<file path="config.mk">
export PLATFORM = sky130hd
export DESIGN_NAME = blank_gate
export DESIGN_NICKNAME = d
export VERILOG_FILES = /design/src/pkg/blank_gate_pkg.sv /design/src/rtl/blank_gate.sv
export SDC_FILE = /design/constraint.sdc
export NUM_CORES = 1
export LEC_CHECK = 0
export ABC_AREA = 1
export BUFFER_PORTS_ARGS = -buffer_cell sky130_fd_sc_hd__buf_2
export CAP_MARGIN = 20
export CORE_ASPECT_RATIO = 1.4
export CORE_MARGIN = 5
export CORE_UTILIZATION = 56
export DETAILED_ROUTE_END_ITERATION = 10
export GPL_TIMING_DRIVEN = 0
export PLACE_DENSITY = 0.82
export SLEW_MARGIN = 30
export SYNTH_ARGS = -nofsm -noshare
export SYNTH_HDL_FRONTEND = slang
export SYNTH_SLANG_ARGS = --single-unit
</file>
<file path="constraint.sdc">
create_clock -name pclk -period 6.3 [get_ports pclk]
set_input_delay 1.89 -clock pclk [delete_from_list [all_inputs] [get_ports pclk]]
set_output_delay 1.89 -clock pclk [all_outputs]
set_load 0.01 [all_outputs]
</file>
<file path="src/pkg/blank_gate_pkg.sv">
// Functional notes
// - Gating clock runs only when enable set
// - Gating clock = clock/max(prescale,1)/(divider+1)/2
// - Sixteen-bit master duty register, resets zero
// - Mask inputs on enabled output level states
// - Mask inputs on selected blanking signal level
// - Unimplemented control bits read as zero
`default_nettype none
package blank_gate_pkg;
   // ---------------------------------------------------------------
   // Register offsets (byte addresses)
   // ---------------------------------------------------------------
   localparam logic [7:0]  GATE_CLK_OFS    = 8'h00;
   localparam logic [7:0]  DUTY_OFS        = 8'h04;
   localparam logic [7:0]  BLANK_CTRL_OFS  = 8'h08;
   localparam logic [7:0]  AUX_CTRL_OFS    = 8'h0C;
   localparam logic [7:0]  BLANK_TIME_OFS  = 8'h10;
   localparam logic [7:0]  STATUS_OFS      = 8'h14;
   // ---------------------------------------------------------------
   // Field positions, masks and reset values
   // ---------------------------------------------------------------
   localparam int          GATE_EN_BIT     = 15;
   localparam logic [15:0] GATE_CLK_MASK   = 16'h83FF;
   localparam logic [15:0] BLANK_CTRL_MASK = 16'hFC3F;
   localparam int          HR_BIT          = 15;
   localparam int          HF_BIT          = 14;
   localparam int          LR_BIT          = 13;
   localparam int          LF_BIT          = 12;
   localparam int          FLT_EN_BIT      = 11;
   localparam int          CL_EN_BIT       = 10;
   localparam int          SEL_HI_BIT      = 5;
   localparam int          SEL_LO_BIT      = 4;
   localparam int          HH_BIT          = 3;
   localparam int          HL_BIT          = 2;
   localparam int          LH_BIT          = 1;
   localparam int          LL_BIT          = 0;
   localparam logic [15:0] REG_RESET       = 16'h0000;
   localparam logic [2:0]  PRESCALE_RESET  = 3'h0;
endpackage
`default_nettype wire

</file>
<file path="src/rtl/blank_gate.sv">
`default_nettype none
module blank_gate
   import blank_gate_pkg::*;
#(
   parameter int SEL_COUNT = 16
) (
   input  wire logic                 pclk,
   input  wire logic                 presetn,
   input  wire logic                 psel,
   input  wire logic                 penable,
   input  wire logic                 pwrite,
   input  wire logic [7:0]           paddr,
   input  wire logic [31:0]          pwdata,
   output logic      [31:0]          prdata,
   output logic                      pready,
   output logic                      pslverr,
   input  wire logic                 high_side_output,
   input  wire logic                 low_side_output,
   input  wire logic [SEL_COUNT-1:0] blank_sources,
   input  wire logic                 fault_in,
   input  wire logic                 current_limit_in,
   output logic                      fault_out,
   output logic                      current_limit_out,
   output logic                      gating_clk,
   output logic      [15:0]          master_duty_value
);
   // ---------------------------------------------------------------
   // Register bus
   // ---------------------------------------------------------------
   logic [15:0] gate_q, gate_d, duty_q, duty_d, blank_q, blank_d, time_q, time_d;
   logic [3:0]  sel_q, sel_d;
   logic [2:0]  pre_q, pre_d;
   logic        wr;
   logic        mapped;

   function automatic logic hit(input logic [7:0] a, input logic [7:0] o);
      return a == o;
   endfunction

   assign wr      = psel & penable & pwrite;
   assign pready  = 1'b1;             // Zero wait states
   assign mapped  = hit(paddr, GATE_CLK_OFS) | hit(paddr, DUTY_OFS) |
                    hit(paddr, BLANK_CTRL_OFS) | hit(paddr, AUX_CTRL_OFS) |
                    hit(paddr, BLANK_TIME_OFS) | hit(paddr, STATUS_OFS);
   assign pslverr = psel & penable & ~mapped;

   // Register next values
   always_comb begin
      gate_d  = gate_q;
      duty_d  = duty_q;
      blank_d = blank_q;
      sel_d   = sel_q;
      pre_d   = pre_q;
      time_d  = time_q;
      if (wr) begin
         if (hit(paddr, GATE_CLK_OFS)) gate_d = pwdata[15:0] & GATE_CLK_MASK;
         if (hit(paddr, DUTY_OFS)) duty_d = pwdata[15:0];
         if (hit(paddr, BLANK_CTRL_OFS)) blank_d = pwdata[15:0] & BLANK_CTRL_MASK;
         if (hit(paddr, AUX_CTRL_OFS)) begin
            sel_d = pwdata[3:0];
            pre_d = pwdata[6:4];
         end
         if (hit(paddr, BLANK_TIME_OFS)) time_d = pwdata[15:0];
      end
   end

   always_ff @(posedge pclk or negedge presetn) begin
      if (!presetn) begin
         gate_q  <= REG_RESET;
         duty_q  <= REG_RESET;
         blank_q <= REG_RESET;
         sel_q   <= 4'h0;
         pre_q   <= PRESCALE_RESET;
         time_q  <= REG_RESET;
      end else begin
         gate_q  <= gate_d;
         duty_q  <= duty_d;
         blank_q <= blank_d;
         sel_q   <= sel_d;
         pre_q   <= pre_d;
         time_q  <= time_d;
      end
   end

   assign master_duty_value = duty_q;

   // ---------------------------------------------------------------
   // Pin synchronisers
   // ---------------------------------------------------------------
   localparam int SW = SEL_COUNT + 4;
   logic [SW-1:0] s1_q, s2_q, prev_q;
   always_ff @(posedge pclk or negedge presetn) begin
      if (!presetn) begin
         s1_q   <= '0;
         s2_q   <= '0;
         prev_q <= '0;
      end else begin
         s1_q   <= {blank_sources, current_limit_in, fault_in, low_side_output,
                    high_side_output};
         s2_q   <= s1_q;
         prev_q <= s2_q;
      end
   end
   logic hs, ls, hs_p, ls_p, flt, cl, sel_sig;
   assign hs      = s2_q[0];
   assign ls      = s2_q[1];
   assign flt     = s2_q[2];
   assign cl      = s2_q[3];
   assign hs_p    = prev_q[0];
   assign ls_p    = prev_q[1];
   assign sel_sig = (int'(sel_q) < SEL_COUNT) ? s2_q[4 + int'(sel_q)] : 1'b0;

   // ---------------------------------------------------------------
   // Leading-edge blanking
   // ---------------------------------------------------------------
   logic        trig, state_blank, edge_blank, blank;
   logic [15:0] cnt_q, cnt_d;
   // Edge triggers, each gated by its own enable
   assign trig = (blank_q[HR_BIT] & hs & ~hs_p) | (blank_q[HF_BIT] & ~hs & hs_p) |
                 (blank_q[LR_BIT] & ls & ~ls_p) | (blank_q[LF_BIT] & ~ls & ls_p);
   // Level blanking from output states and selected signal
   assign state_blank = (blank_q[HH_BIT] & hs) | (blank_q[HL_BIT] & ~hs) |
                        (blank_q[LH_BIT] & ls) | (blank_q[LL_BIT] & ~ls) |
                        (blank_q[SEL_HI_BIT] & sel_sig) |
                        (blank_q[SEL_LO_BIT] & ~sel_sig);
   assign edge_blank  = cnt_q != 16'h0000;
   // Trigger cycle itself is blanked, so a fault that arrives with the edge never slips out
   assign blank       = state_blank | edge_blank | trig;

   // Counter reloads on a trigger, then counts down to zero
   always_comb begin
      cnt_d = cnt_q;
      if (trig) cnt_d = time_q;
      else if (edge_blank) cnt_d = cnt_q - 16'h0001;
   end

   logic flt_q, cl_q;
   always_ff @(posedge pclk or negedge presetn) begin
      if (!presetn) begin
         cnt_q <= 16'h0000;
         flt_q <= 1'b0;
         cl_q  <= 1'b0;
      end else begin
         cnt_q <= cnt_d;
         flt_q <= flt & ~(blank & blank_q[FLT_EN_BIT]);
         cl_q  <= cl & ~(blank & blank_q[CL_EN_BIT]);
      end
   end
   assign fault_out         = flt_q;
   assign current_limit_out = cl_q;

   // ---------------------------------------------------------------
   // Gating clock generator
   // ---------------------------------------------------------------
   logic [2:0]  pc_q, pc_d;
   logic [9:0]  dc_q, dc_d;
   logic        gclk_q, gclk_d, pre_tick;
   // Prescale 0 and 1 both divide by one, else divide by the value
   assign pre_tick = (pre_q <= 3'h1) | (pc_q >= (pre_q - 3'h1));
   // Two-stage divide; output toggles per terminal count
   always_comb begin
      pc_d   = 3'h0;
      dc_d   = 10'h000;
      gclk_d = 1'b0;
      if (gate_q[GATE_EN_BIT]) begin
         gclk_d = gclk_q;
         pc_d   = pre_tick ? 3'h0 : pc_q + 3'h1;
         dc_d   = dc_q;
         if (pre_tick) begin
            if (dc_q >= gate_q[9:0]) begin
               dc_d   = 10'h000;
               gclk_d = ~gclk_q;
            end else dc_d = dc_q + 10'h001;
         end
      end
   end
   always_ff @(posedge pclk or negedge presetn) begin
      if (!presetn) begin
         pc_q   <= 3'h0;
         dc_q   <= 10'h000;
         gclk_q <= 1'b0;
      end else begin
         pc_q   <= pc_d;
         dc_q   <= dc_d;
         gclk_q <= gclk_d;
      end
   end
   assign gating_clk = gclk_q;

   // Read data
   always_comb begin
      prdata = 32'h0000_0000;
      if (hit(paddr, GATE_CLK_OFS)) prdata[15:0] = gate_q;
      if (hit(paddr, DUTY_OFS)) prdata[15:0] = duty_q;
      if (hit(paddr, BLANK_CTRL_OFS)) prdata[15:0] = blank_q;
      if (hit(paddr, AUX_CTRL_OFS)) prdata[6:0] = {pre_q, sel_q};
      if (hit(paddr, BLANK_TIME_OFS)) prdata[15:0] = time_q;
      if (hit(paddr, STATUS_OFS)) prdata[16:0] = {blank, cnt_q};
   end

   // ---------------------------------------------------------------
   // Assertions
   // ---------------------------------------------------------------
   a_gate_stop: assert property (@(posedge pclk) disable iff (!presetn)
      !gate_q[GATE_EN_BIT] |=> !gating_clk) else $error("gating clock ran while off");
   a_reserved_zero: assert property (@(posedge pclk) disable iff (!presetn)
      (gate_q[14:10] == 5'h00) && (blank_q[9:6] == 4'h0)) else $error("reserved bit set");
   a_duty_write: assert property (@(posedge pclk) disable iff (!presetn)
      wr && hit(paddr, DUTY_OFS) |=> master_duty_value == $past(pwdata[15:0]))
      else $error("duty write lost");
   a_trig_reload: assert property (@(posedge pclk) disable iff (!presetn)
      trig |=> cnt_q == $past(time_q)) else $error("counter not reloaded");
   a_no_trig: assert property (@(posedge pclk) disable iff (!presetn)
      blank_q[15:12] == 4'h0 |-> !trig) else $error("disabled edge triggered");
   a_count_down: assert property (@(posedge pclk) disable iff (!presetn)
      edge_blank && !trig |=> cnt_q == $past(cnt_q) - 16'h0001) else $error("bad count");
   a_fault_mask: assert property (@(posedge pclk) disable iff (!presetn)
      blank && blank_q[FLT_EN_BIT] |=> !fault_out) else $error("fault not blanked");
   a_fault_pass: assert property (@(posedge pclk) disable iff (!presetn)
      !blank_q[FLT_EN_BIT] |=> fault_out == $past(flt)) else $error("fault not passed");
   a_state_high: assert property (@(posedge pclk) disable iff (!presetn)
      blank_q[HH_BIT] && hs && blank_q[CL_EN_BIT] |=> !current_limit_out)
      else $error("limit not blanked");
   a_select_blank: assert property (@(posedge pclk) disable iff (!presetn)
      blank_q[SEL_HI_BIT] && sel_sig |-> blank) else $error("select blank missed");
   c_trigger: cover property (@(posedge pclk) disable iff (!presetn) trig);
   c_count_out: cover property (@(posedge pclk) disable iff (!presetn)
      edge_blank ##1 !edge_blank);
   c_gclk_toggle: cover property (@(posedge pclk) disable iff (!presetn)
      $rose(gating_clk));
endmodule
`default_nettype wire

</file>
==> results_dict.tcl <==
set metrics [dict create \
    outcome "finished clean" \
    drv_slew 0 \
    synth_area_um2 6580 \
    vias 5603 \
    clock-sinks 136 \
    yosys.area.top_type "dfrtp_1" \
    crit_path_max_fanout 9 \
    final_nets 960 \
    finalHoldViolCount 0 \
    ctsHoldBuffers 0 \
    clk_pin_slew_ns 0.06 \
    postCtsSetupBuffers 0 \
    grt_max_degree 76 \
    cts_inserted_buffers 17 \
    period_needed_ns 5.29 \
    antenna_found_initial 0 \
    first_iter_violations 524 \
    yosys.area.top_type_share 0.517 \
    required_ns 4.41 \
    worstSetupEndpointType "primary output" \
    arrival_ns 3.40 \
    place.gp.congestion 0.903 \
    synth_most_common_cell "nand2_1" \
    power_density_nw_per_um2 286 \
    finalSetupTns_ns 0 \
    period_share 0.839 \
    ys_types 39 \
    overflow 0 \
    crit_chain "buf_2, nor2_4, nand2_1, nor2_2, inv_2, nor2_4, inv_2, o21ai_1, a21oi_1, o211ai_1, buf_2" \
    min_path_type "register to register" \
    grt_pass1_wl_um 27200 \
    cts_tree "yes" \
    setup_violations 0 \
    drive_gt1_frac 0.233 \
    total_leakage_power_nw 3.90 \
    htree_levels 4 \
    setup_ws_ns 1.01 \
    crit_family "simple AND/OR/NAND/NOR gates" \
    n_fill_cell 893 \
    start_util 0.575 \
    cp_slowest_stage_delay_ns 0.27 \
    port-buffer-count 85 \
    ant_nets 0 \
    slew_headroom 0.577 \
    ys_warn_count 0 \
    synth-seq-cells 136 \
    die_w_um 102 \
    netlist_instances 756 \
    synthTopCellsByArea "dfrtp_1, nand2_1, o21ai_1" \
    die-height_um 138 \
    fin_area_um2 7840 \
    area_delta_synth_final_pct 19.1 \
    grt_usage 0.247 \
    place_area_um2 7280 \
    ir_drop_v 0.000238 \
    crit_buf_inv 4 \
    critPathSlowestCell "o21ai_1" \
    ioPinCount 118 \
    core_um2 11500 \
    async_flop_share 1.00 \
    row_count 46 \
    yosysSeqAreaShare 0.517 \
    criticalPathCategory "input port to primary output" \
    synth-edff-count 0 \
    root_buffer "clkbuf_16" \
    drt_pass1_iterations 5 \
    worst_slew_pin_slew_ns 0.632 \
    maxCapViolCount 0 \
    synth_common_cells "nand2_1, dfrtp_1, o21ai_1, inv_1, nor2_1" \
    dpl.hpwl_um 12100 \
    dp_slack_ns 1.06 \
    wl_per_cell_um 16.0 \
    routed_wl_um 16500 \
    antenna_cells 0 \
    drc 0 \
    cts_resized 0 \
    first_global_vias 5696 \
    insertion_delay_ns 0.42 \
    die_area_um2 14100 \
    syn_area_per_cell_um2 8.71 \
    rsz0062_at_grt "no" \
    fin_skew_ns 0.00627 \
    viasPerCell 5.43 \
    ys.flop_type "dfrtp_1" \
    startpoint_type "input port" \
    cts_buffer_depth 2 \
    fmax_mhz 189 \
]
per-stage QoR:
| step | util | hold WS, ns | total power [W] | cells |
|---|---|---|---|---|
| finish | 0.685 | 0.346 | 0.00225 | 1032 |
| CTS | 0.685 | 0.348 | 0.00226 | 1032 |
| global placement | 0.632 | 0.331 | 0.00130 | 999 |
| floorplan | - | 0.331 | 0.00122 | 770 |
| global route | 0.685 | 0.351 | 0.00235 | 1032 |
| detailed placement | 0.635 | 0.335 | 0.00132 | 1000 |
worst register-to-register path: cells and delay by family (launching register included):
kind,cells,cell delay (ns)
simple gates,3,0.31
compound gates,3,0.44
fa+ha+maj,2,0.53
flops,1,0.41
buf+inv,2,0.30
kinds of logic after synthesis:
| family | synth area share |
|---|---|
| AOI/OAI and AO/OA | 0.122 |
| xor gates and xnor gates | 0.0213 |
| DFF | 0.517 |
| adders and majority gates | 0.0380 |
| and+or+nand+nor | 0.211 |
| buffers and inverters | 0.0890 |
| other | 0.00114 |
power breakdown:
part / internal, W / total [W] / switching, W
logic: 0.000116 / 0.000306 / 0.000190
clock network: 0.000555 / 0.000937 / 0.000382
registers: 0.000944 / 0.00100 / 0.0000578
worst paths after layout:
path / startpoint / endpoint / slack (ns) / depth (start not counted)
max: paddr[1] / prdata[15] / 1.01 / 11
min: s1_q[1] / s2_q[1] / 0.35 / 0
max reg2reg: pre_q[0] / gating_clk / 4.20 / 10
min reg2reg: s1_q[1] / s2_q[1] / 0.35 / 0
max in group asynchronous: presetn / dc_q[8] / 4.17 / 2
min in group asynchronous: presetn / cnt_q[12] / 1.41 / 1
state kept, by name (all words and copies together), names as in the netlist, 10 cells and up:
register and flops:
s1_q 20, dc_q 10, gate_q 11, cnt_q 16, blank_q 12, master_duty_value 16, s2_q 20, time_q 16
layout make-up:
class | count | area, µm² | area share
buffer | 34 | 218 | 0.0278
inverter | 98 | 368 | 0.0469
multi-input combinational | 502 | 2650 | 0.337
tap | 144 | 180 | 0.0230
timing repair buffer | 86 | 463 | 0.0590
clock inverter | 14 | 124 | 0.0158
sequential | 136 | 3400 | 0.434
clock buffer | 18 | 439 | 0.0560
per-layer routing:
metal	routed length (µm)	vias up	GRT usage
met3	1380	51	0.0679
li1	-	2660	-
met4	620	0	0.120
met2	8280	256	0.411
met1	6240	2636	0.290
met5	0	-	0
layout by cell type (no fill, tap or decap), types with 2 or more instances in the layout:
cell        count
a21oi_1        18
a221oi_1        2
a22o_1          3
a31oi_1         2
buf_2          99
buf_4          17
clkbuf_16      17
clkinv_2        5
clkinvlp_4      3
conb_1         16
dfrtp_1       136
ha_1           20
inv_1          80
inv_2          18
inv_6           3
nand2_1       192
nand2_2        11
nand3_1        23
nand3_2         4
nand4_1         4
nor2_1         47
nor2_2          9
nor2_4          5
nor3_1          5
nor3_2          4
nor4_1          2
o2111ai_1      12
o211ai_1        3
o21ai_0        10
o21ai_1        81
o21ai_2         2
o22ai_1         4
xnor2_1         4
xor2_1         12
Note: power is estimated with default switching activity, not from simulation.
